<file path="src/mscr_cfg.svh">
// Constants of the model-specific counter register unit
`ifndef MSCR_CFG_SVH
`define MSCR_CFG_SVH

// Register indices carried in the index source register
`define MSCR_IDX_TEST_DATA    32'h0000_0003
`define MSCR_IDX_TEST_ADDR    32'h0000_0004
`define MSCR_IDX_TEST_CMD     32'h0000_0005
`define MSCR_IDX_STAMP        32'h0000_0010
`define MSCR_IDX_EVT_CTL      32'h0000_0011
`define MSCR_IDX_EVT_CNT0     32'h0000_0012
`define MSCR_IDX_EVT_CNT1     32'h0000_0013

// Event counter selectors for the read-counter instruction
`define MSCR_CNTR_SEL_0       32'h0000_0000
`define MSCR_CNTR_SEL_1       32'h0000_0001

// Instruction opcodes
`define MSCR_OPC_WRITE_MODEL  16'h0F30
`define MSCR_OPC_READ_STAMP   16'h0F31
`define MSCR_OPC_READ_MODEL   16'h0F32
`define MSCR_OPC_READ_EVENT   16'h0F33

// Widths
`define MSCR_DATA_W           64
`define MSCR_STAMP_W          64
`define MSCR_EVT_W            48
`define MSCR_REG_W            32
`define MSCR_SEL_W            7

// Event control field positions
`define MSCR_CNT1_TYPE_BIT    24
`define MSCR_CNT1_USER_EN_BIT 23
`define MSCR_CNT1_PRIV_EN_BIT 22
`define MSCR_CNT1_SEL_HI_BIT  26
`define MSCR_CNT1_SEL_LO_MSB  21
`define MSCR_CNT1_SEL_LO_LSB  16
`define MSCR_CNT0_TYPE_BIT    8
`define MSCR_CNT0_USER_EN_BIT 7
`define MSCR_CNT0_PRIV_EN_BIT 6
`define MSCR_CNT0_SEL_HI_BIT  10
`define MSCR_CNT0_SEL_LO_MSB  5
`define MSCR_CNT0_SEL_LO_LSB  0
`define MSCR_EVT_CTL_MASK     32'h05FF_05FF

// Reset values and privilege levels
`define MSCR_RST_REG          32'h0000_0000
`define MSCR_RST_STAMP        64'h0000_0000_0000_0000
`define MSCR_RST_EVT          48'h0000_0000_0000
`define MSCR_USER_LVL         2'h3
`define MSCR_TOP_LVL          2'h0

`endif

</file>
<file path="src/mscr_pkg.sv">
// Types shared by the model-specific counter register unit
`include "mscr_cfg.svh"

package mscr_pkg;

   typedef enum logic [1:0] {
      MSCR_OP_READ_MODEL  = 2'b00,
      MSCR_OP_WRITE_MODEL = 2'b01,
      MSCR_OP_READ_STAMP  = 2'b10,
      MSCR_OP_READ_EVENT  = 2'b11
   } mscr_op_e;

   typedef struct packed {
      logic                     valid;
      logic [15:0]              opcode;
      logic [31:0]              index;
      logic [`MSCR_DATA_W-1:0]  wdata;
   } mscr_req_s;

   typedef struct packed {
      logic                     done;
      logic                     fault;
      logic [`MSCR_DATA_W-1:0]  rdata;
   } mscr_rsp_s;

   typedef struct packed {
      logic [`MSCR_SEL_W-1:0]   sel;
      logic                     ctype;
      logic                     en_user;
      logic                     en_priv;
   } mscr_ctr_ctl_s;

endpackage

</file>
<file path="src/mscr_event_counter.sv">
// One event counter with type and privilege gating
`timescale 1ns/1ps
`include "mscr_cfg.svh"

module mscr_event_counter
   import mscr_pkg::*;
#(
   parameter int WIDTH = `MSCR_EVT_W
)
(
   // Clock and reset
   input  wire              core_clk,
   input  wire              nrst,
   input  wire              ce,
   // Control
   input  mscr_ctr_ctl_s    ctl,
   input  wire [1:0]        current_privilege_level,
   input  wire              event_hit,
   // Load from the data pair
   input  wire              wr_en,
   input  wire [WIDTH-1:0]  wr_data,
   // Count
   output logic [WIDTH-1:0] count_q
);

   logic lvl_ok;
   logic tick;

   // Both enables set makes privilege irrelevant; neither stops counting
   assign lvl_ok = (current_privilege_level == `MSCR_USER_LVL) ?
                   ctl.en_user : ctl.en_priv;
   // Type set counts every core clock, so it runs through Suspend too
   assign tick = lvl_ok && (ctl.ctype || event_hit);

   always_ff @(posedge core_clk or negedge nrst)
   begin
      if (!nrst)
         count_q <= '0;
      else if (ce)
      begin
         if (wr_en)
            count_q <= wr_data;
         else if (tick)
            count_q <= count_q + WIDTH'(1);
      end
   end

   AST_CNT_GATED: assert property (
      @(posedge core_clk) disable iff (!nrst)
      (ce && !wr_en && !lvl_ok) |=> $stable(count_q))
      else $error("event counter moved while disabled");

   AST_CNT_CLOCKS: assert property (
      @(posedge core_clk) disable iff (!nrst)
      (ce && !wr_en && lvl_ok && ctl.ctype)
      |=> count_q == $past(count_q) + WIDTH'(1))
      else $error("clock-type counter did not step");

endmodule // mscr_event_counter

</file>
<file path="src/mscr_priv_check.sv">
// Privilege gate for the four register instructions
`timescale 1ns/1ps
`include "mscr_cfg.svh"

module mscr_priv_check
   import mscr_pkg::*;
(
   // Instruction and state
   input  mscr_op_e    op,
   input  wire [1:0]   current_privilege_level,
   input  wire         stamp_restrict,
   input  wire         counter_open,
   // Verdict
   output logic        allowed
);

   logic at_top;

   assign at_top = (current_privilege_level == `MSCR_TOP_LVL);

   always_comb
   begin
      case (op)
         MSCR_OP_READ_MODEL,
         MSCR_OP_WRITE_MODEL: allowed = at_top;
         MSCR_OP_READ_STAMP:
            allowed = !stamp_restrict || at_top;
         MSCR_OP_READ_EVENT:
            allowed = counter_open || at_top;
         default: allowed = 1'b0;
      endcase
   end

endmodule // mscr_priv_check

</file>
<file path="src/mscr_unit.sv">
// Model-specific register unit: stamp, event control and counters
`timescale 1ns/1ps
`include "mscr_cfg.svh"

module mscr_unit
   import mscr_pkg::*;
#(
   parameter int EVT_W = `MSCR_EVT_W
)
(
   // Clock and reset
   input  wire                      core_clk,
   input  wire                      nrst,
   input  wire                      ce,
   // Instruction request from execution
   input  mscr_req_s                req,
   // Processor state
   input  wire [1:0]                current_privilege_level,
   input  wire                      stamp_restrict,
   input  wire                      counter_open,
   // Events chosen by the outside selector
   input  wire [1:0]                event_hit,
   // Answer to execution
   output mscr_rsp_s                rsp,
   // Event selectors for the outside selector
   output logic [`MSCR_SEL_W-1:0]   evt_sel0,
   output logic [`MSCR_SEL_W-1:0]   evt_sel1
);

   ////////////////////////////////////////////////////////////////////////
   // State

   logic [`MSCR_STAMP_W-1:0] stamp_q;
   logic [`MSCR_REG_W-1:0]   tdata_q;
   logic [`MSCR_REG_W-1:0]   taddr_q;
   logic [`MSCR_REG_W-1:0]   tcmd_q;
   logic [`MSCR_REG_W-1:0]   ctl_q;
   logic [EVT_W-1:0]         cnt0_q;
   logic [EVT_W-1:0]         cnt1_q;
   mscr_rsp_s                rsp_q;
   mscr_ctr_ctl_s            ctl0;
   mscr_ctr_ctl_s            ctl1;

   mscr_op_e                 op;
   logic                     op_known;
   logic                     idx_map;
   logic                     target_ok;
   logic                     allowed;
   logic                     fault;
   logic                     do_wr;
   logic                     wr_tdata;
   logic                     wr_taddr;
   logic                     wr_tcmd;
   logic                     wr_stamp;
   logic                     wr_ctl;
   logic                     wr_cnt0;
   logic                     wr_cnt1;
   logic [`MSCR_DATA_W-1:0]  rd_val;

   ////////////////////////////////////////////////////////////////////////
   // Decode

   always_comb
   begin
      op_known = 1'b1;
      case (req.opcode)
         `MSCR_OPC_READ_MODEL:  op = MSCR_OP_READ_MODEL;
         `MSCR_OPC_WRITE_MODEL: op = MSCR_OP_WRITE_MODEL;
         `MSCR_OPC_READ_STAMP:  op = MSCR_OP_READ_STAMP;
         `MSCR_OPC_READ_EVENT:  op = MSCR_OP_READ_EVENT;
         default:
         begin
            op       = MSCR_OP_READ_MODEL;
            op_known = 1'b0;
         end
      endcase
   end

   always_comb
   begin
      case (req.index)
         `MSCR_IDX_TEST_DATA,
         `MSCR_IDX_TEST_ADDR,
         `MSCR_IDX_TEST_CMD:  idx_map = 1'b1;
         `MSCR_IDX_STAMP,
         `MSCR_IDX_EVT_CTL,
         `MSCR_IDX_EVT_CNT0,
         `MSCR_IDX_EVT_CNT1:  idx_map = 1'b1;
         default:             idx_map = 1'b0;
      endcase
   end

   always_comb
   begin
      case (op)
         MSCR_OP_READ_STAMP: target_ok = 1'b1;
         MSCR_OP_READ_EVENT:
            target_ok = (req.index == `MSCR_CNTR_SEL_0) ||
                        (req.index == `MSCR_CNTR_SEL_1);
         default:            target_ok = idx_map;
      endcase
   end

   mscr_priv_check u_priv (
      .op                      (op),
      .current_privilege_level (current_privilege_level),
      .stamp_restrict          (stamp_restrict),
      .counter_open            (counter_open),
      .allowed                 (allowed)
   );

   // A refused request writes nothing, so counters stay intact on fault
   assign fault = req.valid && !(op_known && allowed && target_ok);
   assign do_wr = req.valid && !fault && (op == MSCR_OP_WRITE_MODEL);

   assign wr_tdata = do_wr && (req.index == `MSCR_IDX_TEST_DATA);
   assign wr_taddr = do_wr && (req.index == `MSCR_IDX_TEST_ADDR);
   assign wr_tcmd  = do_wr && (req.index == `MSCR_IDX_TEST_CMD);
   assign wr_stamp = do_wr && (req.index == `MSCR_IDX_STAMP);
   assign wr_ctl   = do_wr && (req.index == `MSCR_IDX_EVT_CTL);
   assign wr_cnt0  = do_wr && (req.index == `MSCR_IDX_EVT_CNT0);
   assign wr_cnt1  = do_wr && (req.index == `MSCR_IDX_EVT_CNT1);

   ////////////////////////////////////////////////////////////////////////
   // Read path

   always_comb
   begin
      rd_val = '0;
      case (op)
         MSCR_OP_READ_STAMP: rd_val = stamp_q;
         MSCR_OP_READ_EVENT:
            rd_val = (req.index == `MSCR_CNTR_SEL_1) ?
                     {{(`MSCR_DATA_W-EVT_W){1'b0}}, cnt1_q} :
                     {{(`MSCR_DATA_W-EVT_W){1'b0}}, cnt0_q};
         MSCR_OP_READ_MODEL:
         begin
            case (req.index)
               `MSCR_IDX_TEST_DATA: rd_val = {32'h0000_0000, tdata_q};
               `MSCR_IDX_TEST_ADDR: rd_val = {32'h0000_0000, taddr_q};
               `MSCR_IDX_TEST_CMD:  rd_val = {32'h0000_0000, tcmd_q};
               `MSCR_IDX_STAMP:     rd_val = stamp_q;
               `MSCR_IDX_EVT_CTL:   rd_val = {32'h0000_0000, ctl_q};
               `MSCR_IDX_EVT_CNT0:
                  rd_val = {{(`MSCR_DATA_W-EVT_W){1'b0}}, cnt0_q};
               `MSCR_IDX_EVT_CNT1:
                  rd_val = {{(`MSCR_DATA_W-EVT_W){1'b0}}, cnt1_q};
               default:             rd_val = '0;
            endcase
         end
         default: rd_val = '0;
      endcase
   end

   ////////////////////////////////////////////////////////////////////////
   // Answer, one cycle after the request

   always_ff @(posedge core_clk or negedge nrst)
   begin
      if (!nrst)
         rsp_q <= '0;
      else if (ce)
      begin
         rsp_q.done  <= req.valid;
         rsp_q.fault <= fault;
         rsp_q.rdata <= (req.valid && !fault) ? rd_val : '0;
      end
   end

   assign rsp = rsp_q;

   ////////////////////////////////////////////////////////////////////////
   // Test registers

   always_ff @(posedge core_clk or negedge nrst)
   begin
      if (!nrst)
      begin
         tdata_q <= `MSCR_RST_REG;
         taddr_q <= `MSCR_RST_REG;
         tcmd_q  <= `MSCR_RST_REG;
      end
      else if (ce)
      begin
         if (wr_tdata)
            tdata_q <= req.wdata[`MSCR_REG_W-1:0];
         if (wr_taddr)
            taddr_q <= req.wdata[`MSCR_REG_W-1:0];
         if (wr_tcmd)
            tcmd_q  <= req.wdata[`MSCR_REG_W-1:0];
      end
   end

   ////////////////////////////////////////////////////////////////////////
   // Cycle stamp: no power-state input, so Suspend cannot stop it

   always_ff @(posedge core_clk or negedge nrst)
   begin
      if (!nrst)
         stamp_q <= `MSCR_RST_STAMP;
      else if (ce)
      begin
         if (wr_stamp)
            stamp_q <= req.wdata;
         else
            stamp_q <= stamp_q + 64'h1;
      end
   end

   ////////////////////////////////////////////////////////////////////////
   // Event control and counters

   always_ff @(posedge core_clk or negedge nrst)
   begin
      if (!nrst)
         ctl_q <= `MSCR_RST_REG;
      else if (ce && wr_ctl)
         ctl_q <= req.wdata[`MSCR_REG_W-1:0] & `MSCR_EVT_CTL_MASK;
   end

   always_comb
   begin
      ctl0.sel     = {ctl_q[`MSCR_CNT0_SEL_HI_BIT],
                      ctl_q[`MSCR_CNT0_SEL_LO_MSB:`MSCR_CNT0_SEL_LO_LSB]};
      ctl0.ctype   = ctl_q[`MSCR_CNT0_TYPE_BIT];
      ctl0.en_user = ctl_q[`MSCR_CNT0_USER_EN_BIT];
      ctl0.en_priv = ctl_q[`MSCR_CNT0_PRIV_EN_BIT];
      ctl1.sel     = {ctl_q[`MSCR_CNT1_SEL_HI_BIT],
                      ctl_q[`MSCR_CNT1_SEL_LO_MSB:`MSCR_CNT1_SEL_LO_LSB]};
      ctl1.ctype   = ctl_q[`MSCR_CNT1_TYPE_BIT];
      ctl1.en_user = ctl_q[`MSCR_CNT1_USER_EN_BIT];
      ctl1.en_priv = ctl_q[`MSCR_CNT1_PRIV_EN_BIT];
   end

   assign evt_sel0 = ctl0.sel;
   assign evt_sel1 = ctl1.sel;

   mscr_event_counter #(.WIDTH(EVT_W)) u_cnt0 (
      .core_clk                (core_clk),
      .nrst                    (nrst),
      .ce                      (ce),
      .ctl                     (ctl0),
      .current_privilege_level (current_privilege_level),
      .event_hit               (event_hit[0]),
      .wr_en                   (wr_cnt0),
      .wr_data                 (req.wdata[EVT_W-1:0]),
      .count_q                 (cnt0_q)
   );

   mscr_event_counter #(.WIDTH(EVT_W)) u_cnt1 (
      .core_clk                (core_clk),
      .nrst                    (nrst),
      .ce                      (ce),
      .ctl                     (ctl1),
      .current_privilege_level (current_privilege_level),
      .event_hit               (event_hit[1]),
      .wr_en                   (wr_cnt1),
      .wr_data                 (req.wdata[EVT_W-1:0]),
      .count_q                 (cnt1_q)
   );

   ////////////////////////////////////////////////////////////////////////
   // Checks

   AST_STAMP_STEP: assert property (
      @(posedge core_clk) disable iff (!nrst)
      (ce && !wr_stamp) |=> stamp_q == $past(stamp_q) + 64'h1)
      else $error("stamp did not advance by one");

   AST_STAMP_LOAD: assert property (
      @(posedge core_clk) disable iff (!nrst)
      (ce && wr_stamp) |=> stamp_q == $past(req.wdata))
      else $error("stamp write not loaded");

   AST_STAMP_READ: assert property (
      @(posedge core_clk) disable iff (!nrst)
      (ce && req.valid && req.opcode == `MSCR_OPC_READ_STAMP && !fault)
      |=> rsp.done && !rsp.fault && rsp.rdata == $past(stamp_q))
      else $error("stamp read returned wrong value");

   AST_MODEL_PRIV: assert property (
      @(posedge core_clk) disable iff (!nrst)
      (ce && req.valid && current_privilege_level != `MSCR_TOP_LVL &&
       (req.opcode == `MSCR_OPC_READ_MODEL ||
        req.opcode == `MSCR_OPC_WRITE_MODEL))
      |=> rsp.fault && $stable(ctl_q) && $stable(tdata_q))
      else $error("model access allowed above level zero");

   AST_STAMP_RESTRICT: assert property (
      @(posedge core_clk) disable iff (!nrst)
      (ce && req.valid && req.opcode == `MSCR_OPC_READ_STAMP)
      |=> rsp.fault == ($past(stamp_restrict) &&
                        $past(current_privilege_level) != `MSCR_TOP_LVL))
      else $error("stamp restriction wrong");

   AST_UNMAPPED: assert property (
      @(posedge core_clk) disable iff (!nrst)
      (ce && req.valid && !idx_map &&
       req.opcode == `MSCR_OPC_WRITE_MODEL)
      |=> rsp.fault && $stable(ctl_q) && $stable(tcmd_q))
      else $error("unmapped index did not fault");

   AST_CNT_ZERO_EXT: assert property (
      @(posedge core_clk) disable iff (!nrst)
      (ce && req.valid && req.opcode == `MSCR_OPC_READ_EVENT)
      |=> rsp.rdata[`MSCR_DATA_W-1:EVT_W] == '0)
      else $error("counter read upper bits not zero");

   AST_CTL_RSVD: assert property (
      @(posedge core_clk) disable iff (!nrst)
      (ce && wr_ctl) |=> (ctl_q & ~`MSCR_EVT_CTL_MASK) == 32'h0000_0000
      ##1 (ctl_q & ~`MSCR_EVT_CTL_MASK) == 32'h0000_0000)
      else $error("reserved control bits set");

endmodule // mscr_unit

</file>
<file path="config.mk">
export PLATFORM = sky130hd
export DESIGN_NAME = mscr_unit
export DESIGN_NICKNAME = d
export VERILOG_FILES = /design/src/mscr_pkg.sv /design/src/mscr_event_counter.sv /design/src/mscr_priv_check.sv /design/src/mscr_unit.sv
export VERILOG_INCLUDE_DIRS = /design/src /design/src/src
export SDC_FILE = /design/constraint.sdc
export NUM_CORES = 1
export LEC_CHECK = 0
export BUFFER_PORTS_ARGS = -buffer_cell sky130_fd_sc_hd__buf_2
export CAP_MARGIN = 15
export CORE_MARGIN = 2
export CORE_UTILIZATION = 60
export CTS_CLUSTER_DIAMETER = 120
export DETAILED_ROUTE_END_ITERATION = 6
export PLACE_DENSITY_LB_ADDON = 0.2
export SETUP_SLACK_MARGIN = 0.15
export SLEW_MARGIN = 20
export SYNTH_ARGS = -nofsm -noshare
export SYNTH_HDL_FRONTEND = slang
export SYNTH_SLANG_ARGS = --single-unit
</file>
<file path="constraint.sdc">
create_clock -name core_clk -period 3.4 [get_ports core_clk]
set_clock_uncertainty 0.15 [all_clocks]
set_input_delay 0.68 -clock core_clk [delete_from_list [all_inputs] [get_ports core_clk]]
set_output_delay 0.68 -clock core_clk [all_outputs]
set_load 0.03 [all_outputs]
</file>
==> impl_metrics.env <==
export IMPL_routedWlPerCell_microns=28.5
export IMPL_synth_seq_cells=342
export IMPL_p_total_mw=9.30
export IMPL_avgSynthCellArea_sq_um=9.02
export IMPL_initialDrtViolationCount=3220
export IMPL_power_density_nw_per_um2=387
export IMPL_finalCritPeriodShare_pct=91.7
export IMPL_cp_depth=7
export IMPL_slowest_stage="or4_1"
export IMPL_overflow=0
export IMPL_cts_made_buffers=38
export IMPL_portBuffers=201
export IMPL_pre_cts_slack_ps=-102
export IMPL_core_area_sq_um=33600
export IMPL_yosysSeqAreaShare_pct=41.6
export IMPL_async_flop_share_pct=100
export IMPL_instances_no_fill=2951
export IMPL_worst_slack_ps=284
export IMPL_gp_congestion=1.06
export IMPL_max_slew_margin_pct=35.0
export IMPL_clkSinkCount=342
export IMPL_drt_total_wl_mm=84.2
export IMPL_cts_tree="built"
export IMPL_syn2layout_area_growth_pct=16.9
export IMPL_synth_cell_types=77
export IMPL_cts_root_buf="clkbuf_16"
export IMPL_finish_utilization_pct=71.5
export IMPL_cts_htree_levels=2
export IMPL_critical_path_class="flip-flop to flip-flop"
export IMPL_firstDrtPassIters=7
export IMPL_status="finished with violations"
export IMPL_drc_errors=1
export IMPL_rsz0062_at_grt="no"
export IMPL_hold_violations=0
export IMPL_syn_nets=2405
export IMPL_clock_latency_ps=560
export IMPL_arrival_ps=3350
export IMPL_antenna_found_initial=6
export IMPL_max_freq_ghz=0.321
export IMPL_end_kind="flip-flop"
export IMPL_slew_viol_final=0
export IMPL_ioPinCount=202
export IMPL_critPathTopFamily="simple AND/OR/NAND/NOR gates"
export IMPL_rows=67
export IMPL_die_w_microns=189
export IMPL_fin_crit_ps=3120
export IMPL_tns_ps=0
export IMPL_start_util_pct=61.2
export IMPL_vdd_ir_drop_max_uv=441
export IMPL_critPathMaxStageDelay_ps=660
export IMPL_setup_viol=0
export IMPL_dp_final_hpwl_mm=58.8
export IMPL_hold_depth=3
export IMPL_multi_input_area_sq_um=11100
export IMPL_ant_nets=0
export IMPL_path_cells="ha_1, nand4_1, or3_4, or4_1, a211o_1, o32ai_1, a21oi_1"
export IMPL_clock_path_buffers=3
export IMPL_track_usage_pct=46.6
export IMPL_synth_area_sq_um=20600
export IMPL_die_y_microns=189
export IMPL_required_ps=3630
export IMPL_seq_area_sq_um=8560
export IMPL_critPathMaxFanout=5
export IMPL_hp_class="primary input to flip-flop"
export IMPL_clk_pin_slew_ps=60
export IMPL_grt_pass1_vias=21177
export IMPL_synthCells=2280
export IMPL_die_area_sq_um=35800
export IMPL_ff2ff_path_depth=7
export IMPL_nNetsFinal=2601
export IMPL_viasPerCell=7.43
export IMPL_tightestPinTransition_ps=976
export IMPL_cp_num_buf_inv=0
export IMPL_violations="design-rule violations"
export IMPL_yosysWarningCount=0
export IMPL_via_count=21912
export IMPL_drv_cap=0
export IMPL_grt_pass1_wl_mm=127
export IMPL_fillCellCount=2525
export IMPL_grt_max_degree=91
export IMPL_synth_edf_count=0
export IMPL_p_leak_nw=10.3
export IMPL_placed_cells=2883
export IMPL_drive_gt1_share_pct=24.5
export IMPL_synth_ff_type="dfrtp_1"
export IMPL_startpoint_type="flip-flop"
-- stage by stage --
stage	cell area, sq um	hold slack (ps)
5_1_grt	24000	304
4_1_cts	24000	271
3_5_place_dp	22900	333
6_report	24100	284
2_1_floorplan	20600	234
3_3_place_gp	22900	316
-- layout make-up --
| cell class | instances | share of cell area (%) |
|---|---|---|
| inverter | 64 | 1.01 |
| clock buffer | 53 | 4.44 |
| clock inverter | 11 | 0.421 |
| sequential | 342 | 35.6 |
| tap | 448 | 2.33 |
| timing repair buffer | 356 | 10.2 |
| antenna | 3 | 0.0312 |
| multi-input combinational | 1674 | 46.0 |
-- what timing repair did --
action / in CTS / in global routing
hold buffers: 1 / 0
setup buffers: 0 / 0
endpoints found under the setup margin: 0 / 5
endpoints found under the hold margin: 51 / 0
gates resized for setup: 0 / 2
-- layer usage --
| layer | up-vias | track usage, % | wire [microns] |
|---|---|---|---|
| li1 | 9186 | - | - |
| met2 | 1769 | 70.9 | 37300 |
| met1 | 10503 | 59.5 | 30600 |
| met4 | 4 | 32.4 | 6570 |
| met3 | 450 | 10.3 | 9720 |
| met5 | - | 0 | 28 |
-- path summary, 6_finish.rpt --
path                                   startpoint                        endpoint  slack [ps]
hold / removal                             req[9]   u_cnt0.count_q[9]$_DFFE_PN0P_         280
min in group asynchronous                    nrst  u_cnt0.count_q[39]$_DFFE_PN0P_         510
max in group asynchronous                    nrst           ctl_q[17]$_DFFE_PN0P_        1710
hold reg to reg               rsp[65]$_DFFE_PN0P_             rsp[65]$_DFFE_PN0P_         340
setup reg to reg           stamp_q[0]$_DFFE_PN0P_         stamp_q[46]$_DFFE_PN0P_         280
setup / recovery           stamp_q[0]$_DFFE_PN0P_         stamp_q[46]$_DFFE_PN0P_         280
-- tightest hold or removal path, stage by stage --
cell     delay (ps)
buf_2           140
nand2_1          60
nand3_1          70
-- sequential cells by signal, indices dropped and copies added (netlist names) --
signal	cells
taddr_q	32
stamp_q	64
u_cnt1.count_q	48
tcmd_q	32
tdata_q	32
u_cnt0.count_q	48
ctl_q	20
rsp	66
-- power breakdown --
group / internal (mW) / switching [mW] / leakage [nW]
Clock: 2.27 / 1.74 / 0.576
Sequential: 4.20 / 0.218 / 4.59
Combinational: 0.279 / 0.608 / 5.11
Total: 6.74 / 2.56 / 10.3
-- layout by cell type, fill, tap and decap left out, types with 38 or more instances in the layout --
cell / count
buf_4: 133
clkbuf_16: 38
a22oi_1: 131
mux2_2: 160
nand4_1: 58
nand3_1: 113
nor2_1: 98
inv_1: 62
buf_2: 199
nand2_1: 197
o21ai_0: 134
dfrtp_1: 342
nor3_1: 81
o211ai_1: 49
and3_1: 71
a21oi_1: 134
o221ai_1: 41
-- cell usage after synthesis, drive strengths merged, types with 8 or more instances --
| master | number | share of area (%) |
|---|---|---|
| a22o | 19 | 0.81 |
| nor2 | 100 | 1.9 |
| a21oi | 135 | 3.3 |
| a221oi | 8 | 0.34 |
| o221ai | 41 | 1.7 |
| o21ai | 135 | 3.3 |
| a2bb2oi | 17 | 0.72 |
| buf | 45 | 1.3 |
| mux2 | 160 | 8.8 |
| and3 | 71 | 2.2 |
| nand3 | 114 | 2.8 |
| o41ai | 8 | 0.34 |
| and2 | 12 | 0.36 |
| nand2 | 197 | 3.6 |
| nor4 | 39 | 1.2 |
| or4 | 32 | 1.2 |
| a222oi | 12 | 0.58 |
| o211ai | 49 | 1.8 |
| inv | 63 | 1.1 |
| a211oi | 21 | 0.79 |
| clkbuf | 155 | 2.8 |
| o32ai | 32 | 1.4 |
| o22ai | 34 | 1.0 |
| and4 | 21 | 0.91 |
| dfrtp | 342 | 42 |
| nor3 | 85 | 2.1 |
| or3 | 35 | 1.1 |
| a22oi | 131 | 4.8 |
| a211o | 8 | 0.34 |
| nand4 | 58 | 1.8 |
-- cell families after synthesis --
kind of cell | share of synthesized area, %
muxes | 8.81
xor gates and xnor gates | 0.128
DFF | 41.6
AOI/OAI and AO/OA | 23.5
buffers and inverters | 5.26
and+or+nand+nor | 20.5
adders and majority gates | 0.182
(Power assumes the default switching activity.)
